===== src/tpu_pkg.sv =====
// Package with register map, field layout and reset values of the update block
package tpu_pkg;
  localparam logic [7:0] ADDR_STATUS = 8'h02;
  localparam logic [7:0] ADDR_PRIMARY_SETUP = 8'h10;
  localparam logic [7:0] ADDR_SECONDARY_SETUP = 8'h11;
  localparam logic [7:0] ADDR_FGCFG = 8'h14;
  localparam logic [7:0] ADDR_RDFMT = 8'h16;
  localparam logic [7:0] ADDR_OPFMT = 8'h17;
  localparam logic [7:0] ADDR_OPSEL = 8'h18;
  localparam logic [7:0] ADDR_FINE_HI = 8'h20;
  localparam logic [7:0] ADDR_FINE_LO = 8'h21;
  localparam logic [7:0] ADDR_COARSE_HI = 8'h22;
  localparam logic [7:0] ADDR_COARSE_LO = 8'h23;
  localparam logic [7:0] ADDR_GAIN = 8'h24;
  localparam logic [7:0] ADDR_CLKDIV = 8'h25;
  localparam logic [7:0] ADDR_PIXOFS_HI = 8'h2c;
  localparam logic [7:0] ADDR_PIXOFS_LO = 8'h2d;
  localparam logic [7:0] ADDR_LINE_HI = 8'h52;
  localparam logic [7:0] ADDR_LINE_LO = 8'h53;
  localparam logic [7:0] ADDR_HOFS_HI = 8'h57;
  localparam logic [7:0] ADDR_HOFS_LO = 8'h58;
  localparam logic [7:0] ADDR_VOFS_HI = 8'h59;
  localparam logic [7:0] ADDR_VOFS_LO = 8'h5a;
  localparam logic [7:0] ADDR_FIELD_HI = 8'h61;
  localparam logic [7:0] ADDR_FIELD_LO = 8'h62;
  // Pending flag bit positions in the status register
  localparam int PEND_FINE = 0;
  localparam int PEND_COARSE = 1;
  localparam int PEND_CLKDIV = 2;
  localparam int PEND_GAIN = 3;
  localparam int PEND_PAN = 4;
  localparam int PEND_TILT = 5;
  localparam int PEND_VIDEO = 6;
  // Field positions inside the setup and format registers
  localparam int PRIMARY_SETUP_MODE_LSB = 0;
  localparam int PRIMARY_SETUP_MODE_MSB = 1;
  localparam int PRIMARY_SETUP_SUBQCIF = 2;
  localparam int SECONDARY_SETUP_HSHUFFLE = 0;
  localparam int RDFMT_HSHUFFLE = 0;
  localparam int RDFMT_HMIRROR = 1;
  // Video mode codes held in the primary setup register
  localparam logic [1:0] MODE_PAL = 2'h0;
  localparam logic [1:0] MODE_NTSC = 2'h1;
  localparam logic [1:0] MODE_CIF = 2'h2;
  localparam logic [1:0] MODE_QCIF = 2'h3;
  // Divisor upper nibble per video mode
  localparam logic [3:0] DIV_HI_CIF = 4'h1;
  localparam logic [3:0] DIV_HI_QCIF = 4'h3;
  localparam logic [3:0] DIV_HI_PALNTSC = 4'h0;
  // Reset values
  localparam logic [7:0] RST_ZERO = 8'h00;
  localparam logic [7:0] RST_CLKDIV = 8'h00;
  localparam logic [7:0] RST_GAIN = 8'hf0;
endpackage

===== src/timed_parameter_update.sv =====
// Shadow-to-working transfer scheduler for the timed sensor settings
`timescale 1ns/1ps
module timed_parameter_update (
  input wire logic clock_i,
  input wire logic rstn_i,
  // Serial register port, one-cycle write strobes from the I2C slave; reads decode addr_i alone
  input wire logic wr_i,
  input wire logic [7:0] addr_i,
  input wire logic [7:0] wdata_i,
  output logic [7:0] rdata_o,
  input wire logic msg_end_i,
  input wire logic burst_active_i,
  // Field timing events, one-cycle pulses from the video timing generator
  input wire logic field_start_i,
  input wire logic sav_first_dark_i,
  input wire logic sav_first_visible_i,
  input wire logic sav_eof_i,
  // Immediate update selects
  input wire logic gain_immediate_i,
  input wire logic clkdiv_immediate_i,
  // Working registers, field parity and pending flags
  output logic [15:0] fine_exposure_o,
  output logic [15:0] coarse_exposure_o,
  output logic [7:0] gain_o,
  output logic [7:0] clkdiv_o,
  output logic [15:0] hoffset_o,
  output logic [15:0] voffset_o,
  output logic [7:0] primary_setup_o,
  output logic [7:0] secondary_setup_o,
  output logic [7:0] rdfmt_o,
  output logic [15:0] line_length_o,
  output logic [15:0] field_length_o,
  output logic odd_field_o,
  output logic [6:0] pending_o
);
  import tpu_pkg::*;

  // Shadow copies written by the host
  logic [7:0] sh_fine_hi_r, sh_fine_lo_r, sh_coarse_hi_r, sh_coarse_lo_r;
  logic [7:0] sh_gain_r, sh_clkdiv_r, sh_primary_setup_r, sh_secondary_setup_r;
  logic [7:0] sh_fg_r, sh_rdfmt_r, sh_opfmt_r, sh_opsel_r;
  logic [7:0] sh_pix_hi_r, sh_pix_lo_r, sh_line_hi_r, sh_line_lo_r;
  logic [7:0] sh_hofs_hi_r, sh_hofs_lo_r, sh_vofs_hi_r, sh_vofs_lo_r;
  logic [7:0] sh_field_hi_r, sh_field_lo_r;
  logic [6:0] pend_r;
  logic [6:0] set_pend;
  logic [6:0] clr_pend;
  logic line_pend_r;
  logic odd_r;
  logic gain_imm_req_r, div_imm_req_r;
  logic [3:0] div_hi;
  logic [1:0] wmode;
  logic odd_to_even, fine_at_eof, fine_at_field;
  logic do_coarse, do_tilt, do_gainpan, do_field;

  // Upper divisor nibble follows the shadow video mode
  assign wmode = wdata_i[PRIMARY_SETUP_MODE_MSB:PRIMARY_SETUP_MODE_LSB];
  always_comb begin
    case (wmode)
      MODE_CIF: div_hi = DIV_HI_CIF;
      MODE_QCIF: div_hi = DIV_HI_QCIF;
      default: div_hi = DIV_HI_PALNTSC;
    endcase
  end

  // Shadow writes, accepted at any point in the field
  always_ff @(posedge clock_i) begin
    if (!rstn_i) begin
      sh_fine_hi_r <= RST_ZERO;
      sh_fine_lo_r <= RST_ZERO;
      sh_coarse_hi_r <= RST_ZERO;
      sh_coarse_lo_r <= RST_ZERO;
      sh_gain_r <= RST_GAIN;
      sh_clkdiv_r <= RST_CLKDIV;
      sh_primary_setup_r <= RST_ZERO;
      sh_secondary_setup_r <= RST_ZERO;
      sh_fg_r <= RST_ZERO;
      sh_rdfmt_r <= RST_ZERO;
      sh_opfmt_r <= RST_ZERO;
      sh_opsel_r <= RST_ZERO;
      sh_pix_hi_r <= RST_ZERO;
      sh_pix_lo_r <= RST_ZERO;
      sh_line_hi_r <= RST_ZERO;
      sh_line_lo_r <= RST_ZERO;
      sh_hofs_hi_r <= RST_ZERO;
      sh_hofs_lo_r <= RST_ZERO;
      sh_vofs_hi_r <= RST_ZERO;
      sh_vofs_lo_r <= RST_ZERO;
      sh_field_hi_r <= RST_ZERO;
      sh_field_lo_r <= RST_ZERO;
    end else if (wr_i) begin
      case (addr_i)
        ADDR_FINE_HI: sh_fine_hi_r <= wdata_i;
        ADDR_FINE_LO: sh_fine_lo_r <= wdata_i;
        ADDR_COARSE_HI: sh_coarse_hi_r <= wdata_i;
        ADDR_COARSE_LO: sh_coarse_lo_r <= wdata_i;
        ADDR_GAIN: sh_gain_r <= wdata_i;
        // Host reaches only the low nibble
        ADDR_CLKDIV: sh_clkdiv_r[3:0] <= wdata_i[3:0];
        ADDR_PRIMARY_SETUP: begin
          sh_primary_setup_r <= wdata_i;
          sh_clkdiv_r[7:4] <= div_hi;
        end
        ADDR_SECONDARY_SETUP: sh_secondary_setup_r <= wdata_i;
        ADDR_FGCFG: sh_fg_r <= wdata_i;
        ADDR_RDFMT: sh_rdfmt_r <= wdata_i;
        ADDR_OPFMT: sh_opfmt_r <= wdata_i;
        ADDR_OPSEL: sh_opsel_r <= wdata_i;
        ADDR_PIXOFS_HI: sh_pix_hi_r <= wdata_i;
        ADDR_PIXOFS_LO: sh_pix_lo_r <= wdata_i;
        ADDR_LINE_HI: sh_line_hi_r <= wdata_i;
        ADDR_LINE_LO: sh_line_lo_r <= wdata_i;
        ADDR_HOFS_HI: sh_hofs_hi_r <= wdata_i;
        ADDR_HOFS_LO: sh_hofs_lo_r <= wdata_i;
        ADDR_VOFS_HI: sh_vofs_hi_r <= wdata_i;
        ADDR_VOFS_LO: sh_vofs_lo_r <= wdata_i;
        ADDR_FIELD_HI: sh_field_hi_r <= wdata_i;
        ADDR_FIELD_LO: sh_field_lo_r <= wdata_i;
        default: ; // Status and unmapped writes ignored
      endcase
    end
  end

  // Which pending flags a write raises
  always_comb begin
    set_pend = 7'h00;
    if (wr_i) begin
      case (addr_i)
        ADDR_FINE_HI, ADDR_FINE_LO: set_pend[PEND_FINE] = 1'b1;
        ADDR_COARSE_HI, ADDR_COARSE_LO:
          set_pend[PEND_COARSE] = 1'b1;
        ADDR_GAIN: set_pend[PEND_GAIN] = 1'b1;
        ADDR_CLKDIV: set_pend[PEND_CLKDIV] = 1'b1;
        ADDR_HOFS_HI, ADDR_HOFS_LO: set_pend[PEND_PAN] = 1'b1;
        ADDR_VOFS_HI, ADDR_VOFS_LO: set_pend[PEND_TILT] = 1'b1;
        ADDR_PRIMARY_SETUP: begin
          set_pend[PEND_VIDEO] = 1'b1;
          if (wdata_i[PRIMARY_SETUP_SUBQCIF] != sh_primary_setup_r[PRIMARY_SETUP_SUBQCIF]) begin
            set_pend[PEND_PAN] = 1'b1;
            set_pend[PEND_TILT] = 1'b1;
          end
        end
        ADDR_SECONDARY_SETUP: begin
          set_pend[PEND_VIDEO] = 1'b1;
          if (wdata_i[SECONDARY_SETUP_HSHUFFLE] != sh_secondary_setup_r[SECONDARY_SETUP_HSHUFFLE])
            set_pend[PEND_PAN] = 1'b1;
        end
        ADDR_RDFMT: begin
          set_pend[PEND_VIDEO] = 1'b1;
          if (wdata_i[RDFMT_HMIRROR] != sh_rdfmt_r[RDFMT_HMIRROR])
            set_pend[PEND_PAN] = 1'b1;
          if (wdata_i[RDFMT_HMIRROR:RDFMT_HSHUFFLE]
              != sh_rdfmt_r[RDFMT_HMIRROR:RDFMT_HSHUFFLE])
            set_pend[PEND_TILT] = 1'b1;
        end
        ADDR_FGCFG, ADDR_OPFMT, ADDR_OPSEL, ADDR_PIXOFS_HI, ADDR_PIXOFS_LO,
        ADDR_LINE_HI, ADDR_LINE_LO, ADDR_FIELD_HI, ADDR_FIELD_LO:
          set_pend[PEND_VIDEO] = 1'b1;
        default: ;
      endcase
    end
  end

  // Field parity, toggled at every field start in every mode
  always_ff @(posedge clock_i) begin
    if (!rstn_i)
      odd_r <= 1'b0;
    else if (field_start_i)
      odd_r <= ~odd_r;
  end
  // Odd field ending: new field starting while odd
  assign odd_to_even = field_start_i && odd_r;

  // Transfer points; a burst in progress holds off every timed transfer
  assign do_coarse = sav_first_dark_i && odd_r && !burst_active_i;
  assign do_tilt = sav_first_visible_i && odd_r && !burst_active_i;
  // Gain waits for the end-of-frame slot, later in the same odd field than coarse exposure
  assign do_gainpan = sav_eof_i && odd_r && !burst_active_i;
  assign do_field = odd_to_even && !burst_active_i;
  assign fine_at_eof = do_gainpan && !line_pend_r;
  assign fine_at_field = do_field && line_pend_r;

  // Line length change tracking for the fine exposure point
  always_ff @(posedge clock_i) begin
    if (!rstn_i)
      line_pend_r <= 1'b0;
    else if (wr_i && (addr_i == ADDR_LINE_HI || addr_i == ADDR_LINE_LO))
      line_pend_r <= 1'b1;
    else if (do_field)
      line_pend_r <= 1'b0;
  end

  // Immediate requests, fired once the serial message has completed
  always_ff @(posedge clock_i) begin
    if (!rstn_i) begin
      gain_imm_req_r <= 1'b0;
      div_imm_req_r <= 1'b0;
    end else begin
      if (wr_i && addr_i == ADDR_GAIN && gain_immediate_i)
        gain_imm_req_r <= 1'b1;
      else if (msg_end_i)
        gain_imm_req_r <= 1'b0;
      if (wr_i && addr_i == ADDR_CLKDIV && clkdiv_immediate_i)
        div_imm_req_r <= 1'b1;
      else if (msg_end_i)
        div_imm_req_r <= 1'b0;
    end
  end

  // Pending flags clear on their transfer
  always_comb begin
    clr_pend = 7'h00;
    clr_pend[PEND_COARSE] = do_coarse;
    clr_pend[PEND_TILT] = do_tilt;
    clr_pend[PEND_GAIN] = (do_gainpan && !gain_immediate_i) ||
                          (gain_imm_req_r && msg_end_i);
    clr_pend[PEND_PAN] = do_gainpan;
    clr_pend[PEND_FINE] = fine_at_eof || fine_at_field;
    clr_pend[PEND_CLKDIV] = (do_field && !clkdiv_immediate_i) ||
                            (div_imm_req_r && msg_end_i);
    clr_pend[PEND_VIDEO] = do_field;
  end

  // Set wins over clear so no write is lost
  always_ff @(posedge clock_i) begin
    if (!rstn_i)
      pend_r <= 7'h00;
    else
      pend_r <= (pend_r & ~clr_pend) | set_pend;
  end

  // Exposure working registers, deferred path only
  always_ff @(posedge clock_i) begin
    if (!rstn_i) begin
      fine_exposure_o <= 16'h0000;
      coarse_exposure_o <= 16'h0000;
    end else begin
      if (do_coarse && pend_r[PEND_COARSE])
        coarse_exposure_o <= {sh_coarse_hi_r, sh_coarse_lo_r};
      if ((fine_at_eof || fine_at_field) && pend_r[PEND_FINE])
        fine_exposure_o <= {sh_fine_hi_r, sh_fine_lo_r};
    end
  end

  // Gain and divisor: timed, or immediate at message end
  always_ff @(posedge clock_i) begin
    if (!rstn_i) begin
      gain_o <= RST_GAIN;
      clkdiv_o <= RST_CLKDIV;
    end else begin
      if (gain_imm_req_r && msg_end_i)
        gain_o <= sh_gain_r;
      else if (do_gainpan && !gain_immediate_i && pend_r[PEND_GAIN])
        gain_o <= sh_gain_r;
      if (div_imm_req_r && msg_end_i)
        clkdiv_o <= sh_clkdiv_r;
      else if (do_field && !clkdiv_immediate_i && pend_r[PEND_CLKDIV])
        clkdiv_o <= sh_clkdiv_r;
    end
  end

  // Pan and tilt working registers
  always_ff @(posedge clock_i) begin
    if (!rstn_i) begin
      hoffset_o <= 16'h0000;
      voffset_o <= 16'h0000;
    end else begin
      if (do_gainpan && pend_r[PEND_PAN])
        hoffset_o <= {sh_hofs_hi_r, sh_hofs_lo_r};
      if (do_tilt && pend_r[PEND_TILT])
        voffset_o <= {sh_vofs_hi_r, sh_vofs_lo_r};
    end
  end

  // Video timing working registers, last in the field order
  always_ff @(posedge clock_i) begin
    if (!rstn_i) begin
      primary_setup_o <= RST_ZERO;
      secondary_setup_o <= RST_ZERO;
      rdfmt_o <= RST_ZERO;
      line_length_o <= 16'h0000;
      field_length_o <= 16'h0000;
    end else if (do_field && pend_r[PEND_VIDEO]) begin
      primary_setup_o <= sh_primary_setup_r;
      secondary_setup_o <= sh_secondary_setup_r;
      rdfmt_o <= sh_rdfmt_r;
      line_length_o <= {sh_line_hi_r, sh_line_lo_r};
      field_length_o <= {sh_field_hi_r, sh_field_lo_r};
    end
  end

  // Read-back of shadows and the read-only status
  always_comb begin
    case (addr_i)
      ADDR_STATUS: rdata_o = {1'b0, pend_r};
      ADDR_FINE_HI: rdata_o = sh_fine_hi_r;
      ADDR_FINE_LO: rdata_o = sh_fine_lo_r;
      ADDR_COARSE_HI: rdata_o = sh_coarse_hi_r;
      ADDR_COARSE_LO: rdata_o = sh_coarse_lo_r;
      ADDR_GAIN: rdata_o = sh_gain_r;
      ADDR_CLKDIV: rdata_o = sh_clkdiv_r;
      ADDR_PRIMARY_SETUP: rdata_o = sh_primary_setup_r;
      ADDR_SECONDARY_SETUP: rdata_o = sh_secondary_setup_r;
      ADDR_FGCFG: rdata_o = sh_fg_r;
      ADDR_RDFMT: rdata_o = sh_rdfmt_r;
      ADDR_OPFMT: rdata_o = sh_opfmt_r;
      ADDR_OPSEL: rdata_o = sh_opsel_r;
      ADDR_PIXOFS_HI: rdata_o = sh_pix_hi_r;
      ADDR_PIXOFS_LO: rdata_o = sh_pix_lo_r;
      ADDR_LINE_HI: rdata_o = sh_line_hi_r;
      ADDR_LINE_LO: rdata_o = sh_line_lo_r;
      ADDR_HOFS_HI: rdata_o = sh_hofs_hi_r;
      ADDR_HOFS_LO: rdata_o = sh_hofs_lo_r;
      ADDR_VOFS_HI: rdata_o = sh_vofs_hi_r;
      ADDR_VOFS_LO: rdata_o = sh_vofs_lo_r;
      ADDR_FIELD_HI: rdata_o = sh_field_hi_r;
      ADDR_FIELD_LO: rdata_o = sh_field_lo_r;
      default: rdata_o = 8'h00;
    endcase
  end

  assign odd_field_o = odd_r;
  assign pending_o = pend_r;
endmodule


===== config.mk =====
export PLATFORM = sky130hd
export DESIGN_NAME = timed_parameter_update
export DESIGN_NICKNAME = d
export VERILOG_FILES = /design/src/tpu_pkg.sv /design/src/timed_parameter_update.sv
export SDC_FILE = /design/constraint.sdc
export NUM_CORES = 1
export LEC_CHECK = 0
export BUFFER_PORTS_ARGS = -buffer_cell sky130_fd_sc_hd__buf_2
export CORE_MARGIN = 1.5
export CORE_UTILIZATION = 45
export DETAILED_ROUTE_END_ITERATION = 10
export PLACE_DENSITY_LB_ADDON = 0.2
export SETUP_SLACK_MARGIN = 0.05
export SLEW_MARGIN = 15
export SYNTH_ARGS = -nofsm -noshare
export SYNTH_HDL_FRONTEND = slang
export SYNTH_SLANG_ARGS = --single-unit
export TNS_END_PERCENT = 1

===== constraint.sdc =====
create_clock -name clock_i -period 5.8 [get_ports clock_i]
set_clock_uncertainty 0.15 [all_clocks]
set_input_delay 0.58 -clock clock_i [delete_from_list [all_inputs] [get_ports clock_i]]
set_output_delay 0.58 -clock clock_i [all_outputs]
set_load 0.05 [all_outputs]

### Word-level counts from Yosys, hierarchy flattened

Cells that the tools add are included.

| word-level totals | value |
|---|---|
| register bits after elaboration | 323 |
| latch bits | 0 |
| RAM bits | 0 |
| bits in read-only memories | 0 |
| bits of input ports | 27 |
| output and inout bits | 152 |
| logic and storage cells | 161 |
| memories | 0 |

| operators by class | value |
|---|---|
| $add $sub $neg | 0 |
| multipliers | 0 |
| div/mod/pow operators | 0 |
| order comparisons | 0 |
| eq/ne operators | 29 |
| shift-type cells | 0 |
| mux-type cells | 23 |
| bitwise gates (word level) | 4 |
| reduce and logical (&&, ||, !) cells | 66 |

Operators by type and width:

| cell | count |
|---|---|
| 8-bit one-hot mux with 23 select lines | 1 |
| 8-bit by 6-bit equality test with 1-bit output (second input constant) | 8 |
| 8-bit by 7-bit equality test with 1-bit output (second input constant) | 8 |
| 8-bit by 5-bit equality test with 1-bit output (second input constant) | 6 |
| 2-bit AND reduction | 22 |
| 8-bit 2-to-1 mux | 4 |
| 1-bit logical AND | 26 |
| 1-bit 2-to-1 mux | 13 |
| 12-bit OR reduction | 1 |
| 2-bit nonzero test | 5 |
| 8-bit by 2-bit equality test with 1-bit output (second input constant) | 1 |
| 2-bit OR reduction | 4 |
| 7-bit AND | 1 |
| 7-bit 2-to-1 mux | 1 |
| 7-bit inverter | 1 |
| 7-bit bitwise OR | 1 |
| 2-bit equality test (second input constant) | 2 |
| 1-bit zero test | 4 |
| 1-bit logical OR | 4 |
| 1-bit one-hot mux with 4 select lines | 1 |
| 2-bit one-hot mux with 2 select lines | 1 |
| 1-bit != test | 3 |
| 1-bit one-hot mux with 3 select lines | 1 |
| 2-bit 2-to-1 mux | 1 |
| 2 further kinds | 2 |

### Depth between registers and ports, before layout

| logic depth | value |
|---|---|
| word-level depth | 7 |
| mapped depth | 9 |
| mapped depth without buffers | 5 |

### Worst setup path before layout

Ideal clock, no wire load.

| path | value |
|---|---|
| path kind | input to output |
| start | input addr_i[6] |
| end | output rdata_o[7] |
| arrival | 2.397 ns |
| required time | 5.070 ns |
| slack | 2.673 ns |
| stages on the path | 7 |
| buffers on the path | 2 |
| cells stage by stage | buf_4 or4b_1 clkbuf_1 or4_1 o311ai_1 nor2_1 nand3_1 |

| on the way | value |
|---|---|
| longest elaborated chain between the ends | 2 |
| elaborated cells between the ends (all ways) | 24 |
| those cells by class | eq/ne (23); mux (1) |

RTL lines:

| item | RTL line | RTL |
|---|---|---|
| start, declared | timed_parameter_update.sv:8 | `input wire logic [7:0] addr_i,` |
| 8-bit by 7-bit equality test with 1-bit output, or another cell as far along | timed_parameter_update.sv:294 | `case (addr_i)` |
| 8-bit one-hot mux with 23 select lines (*) | timed_parameter_update.sv:294 |  |
| end, declared | timed_parameter_update.sv:10 | `output logic [7:0] rdata_o,` |

Mark *: on every way between the ends. The rest lies on a longest branch, timed or not.

### Worst setup path in the final report

| path | value |
|---|---|
| start | input addr_i[6] |
| end | output rdata_o[1] |

The elaborated chain is that of the path after synthesis.

==> flow_metrics.tcl <==
set metrics [dict create \
    slew_viol_final 0 \
    fin_setup_tns_ps 0 \
    io_buffers 176 \
    final_core_util 0.535 \
    diodes 0 \
    cts_buffers 36 \
    finalWirelength_mm 47.7 \
    synth_flop_cell "dfxtp_1" \
    grt_overflow 0 \
    num_rows 62 \
    crit_path_end_kind "output pin" \
    grt_pass1_vias 11200 \
    layoutNonFillerInstCount 2105 \
    final-hold-violation-count 0 \
    cap_violations 0 \
    clock_latency_ps 520 \
    final-setup-viol-count 0 \
    cts_buffer_depth 3 \
    min_path_cells 3 \
    cts_resized 0 \
    postCtsSetupRepairBufs 0 \
    p_leak_nw 6.61 \
    start_util 0.460 \
    drcViolationCount 0 \
    clk_transition_reported_paths_ps 60 \
    min_path_type "in2reg" \
    multiInputGateArea_sq_um 6400 \
    dieArea_sq_um 30600 \
    mappedNetlistArea_sq_um 13300 \
    clockRootBuffer "clkbuf_16" \
    tightest_slew_ps 1080 \
    crit_slowest_cell "nor4bb_2" \
    slowest_delay_ps 820 \
    layout.nets 1722 \
    ys_seq_area_frac 0.479 \
    cts_tree "done" \
    worstPathCellList "buf_2 > nor4bb_2 > and2_1 > a222oi_1 > a221o_1 > nand4_1 > buf_2" \
    finalCritPeriodShare 0.718 \
    fp.dieW_microns 175 \
    viasPerCell 5.71 \
    fin_crit_ps 4160 \
    rsz0062_at_grt "false" \
    cp.required_ps 5070 \
    io_pins 179 \
    core-area_sq_um 28900 \
    r2r_cells 4 \
    grtUsageTotal 0.305 \
    drt_iter0_markers 1186 \
    peakVddDrop_mv 0.201 \
    placedCellCount 2041 \
    async_flop_share 0 \
    path_class "in2out" \
    worstPathArrival_ps 3430 \
    synth-seq-cells 319 \
    area_delta_synth_final_pct 16.3 \
    yosys_warnings 0 \
    synth_cell_type_count 64 \
    dp_hpwl_mm 33.6 \
    wl_per_cell_microns 22.7 \
    grt_max_degree 182 \
    synth_edf_count 0 \
    die_h_microns 175 \
    antenna_found_initial 0 \
    vias 12000 \
    crit_fanout 17 \
    regArea_sq_um 6390 \
    max_freq_mhz 240 \
    timing.slew.headroom 0.275 \
    crit_top_cell "buf_2" \
    detail-route-antenna-nets 0 \
    cts_sinks 319 \
    grt_pass1_wl_mm 70.8 \
    hold_buffers 0 \
    drive_gt1_frac 0.156 \
    first_pass_iters 6 \
    cts_htree_levels 2 \
    n_fill_cell 2745 \
    outcome "completed" \
    p_per_area_nw_per_um2 302 \
    postSynthAreaPerCell_sq_um 8.33 \
    worstSetupStartpointType "primary input" \
    gp_congestion 0.964 \
    synthCells 1600 \
]
==> cell type report <==
class | count | share of cell area
Clock buffer | 55 | 0.0687
Multi-Input combinational cell | 1145 | 0.414
Tap cell | 384 | 0.0310
Sequential cell | 319 | 0.412
Timing Repair Buffer | 190 | 0.0645
Clock inverter | 9 | 0.00856
Inverter | 3 | 0.00121
==> layout by cell type (no fill, tap or decap), types with 7 or more instances in the layout <==
master     instances
mux2_2             7
a31oi_1            8
a32oi_1            8
clkbuf_8           7
clkbuf_1          11
o21ai_0           15
nand4_1           14
buf_2            176
and3_1            12
clkbuf_16         37
mux2i_1          146
nor2_1           149
buf_4             13
a22oi_1           21
nor2b_1           13
nand3_1           54
a22o_1             9
a21oi_1          189
nor3_1            11
dfxtp_1          319
o22ai_1            7
nand2_1          384
==> synth_stat cells (4+ instances only) <==
| cell type | n | area (sq um) |
|---|---|---|
| nor2_1 | 149 | 559 |
| nor3_1 | 11 | 55.1 |
| buf_2 | 22 | 110 |
| a22oi_1 | 21 | 158 |
| a32o_1 | 5 | 50.1 |
| a31oi_1 | 8 | 50.1 |
| buf_4 | 4 | 30.0 |
| mux2i_1 | 146 | 1460 |
| a32oi_1 | 8 | 70.1 |
| mux2_2 | 7 | 78.8 |
| buf_1 | 8 | 30.0 |
| and3_1 | 13 | 81.3 |
| nand3b_1 | 5 | 37.5 |
| nand4_1 | 14 | 87.6 |
| clkbuf_1 | 98 | 368 |
| o21ai_0 | 15 | 75.1 |
| nand2b_1 | 5 | 31.3 |
| and2_1 | 6 | 37.5 |
| a2111oi_0 | 4 | 35.0 |
| nor2b_1 | 13 | 81.3 |
| nand3_1 | 55 | 275 |
| o22ai_1 | 7 | 43.8 |
| a22o_1 | 9 | 78.8 |
| nand2_1 | 384 | 1440 |
| dfxtp_1 | 319 | 6390 |
| a222oi_1 | 5 | 50.1 |
| nor4bb_1 | 4 | 40.0 |
| a21oi_1 | 189 | 946 |
==> power breakdown <==
group / switching, mW / total (mW) / internal (mW) / leakage, nW
Clock: 0.884 / 2.28 / 1.40 / 0.579
Sequential: 0.00374 / 2.20 / 2.19 / 2.57
Combinational: 0.156 / 0.191 / 0.0347 / 3.46
==> per-stage QoR <==
step / power (mW) / setup slack [ps] / hold WS [ps] / instance area [sq um]
2_1_floorplan: 2.36 / 2670 / 277 / 13300
4_1_cts: 4.70 / 1700 / 196 / 15500
3_3_place_gp: 2.43 / 1760 / 290 / 14300
5_1_grt: 4.81 / 1510 / 221 / 15500
3_5_place_dp: 2.43 / 1700 / 293 / 14300
6_report: 4.67 / 1640 / 210 / 15500
==> path summary, 6_finish.rpt <==
| kind | startpoint | to | slack [ps] |
|---|---|---|---|
| max reg2reg | odd_field_o | fine_exposure_o[0] | 2710 |
| min | gain_immediate_i | gain_imm_req_r | 210 |
| max | addr_i[6] | rdata_o[1] | 1640 |
| min reg2reg | hoffset_o[4] | hoffset_o[4] | 300 |
==> critical path, delay by kind of cell <==
family                 cells  cell delay [ps]
AOI/OAI and AO/OA          2              620
buffers and inverters      2              580
and+or+nand+nor            3             1630
==> state kept, by name (all words and copies together), names as in the netlist, 16 cells and up <==
| register | cells |
|---|---|
| fine_exposure_o | 16 |
| line_length_o | 16 |
| field_length_o | 16 |
| hoffset_o | 16 |
| voffset_o | 16 |
| coarse_exposure_o | 16 |
==> metal layers <==
layer,up-vias,routed length [microns],GRT usage
li1,5685,-,-
met1,5742,21300,0.421
met2,492,21100,0.470
met3,93,3610,0.0574
met4,0,1780,0.123
met5,-,0,0
==> cells by family (layout without fill, tap and decap cells) <==
kind of cell,count (synthesis),count (layout),synth area share
mux,153,153,0.116
xor+xnor,5,5,0.00329
flops,319,319,0.479
buf+inv,137,257,0.0429
simple gates,691,691,0.227
other cells,1,2,0.000282
compound gates,294,294,0.131
(Power assumes the default switching activity.)
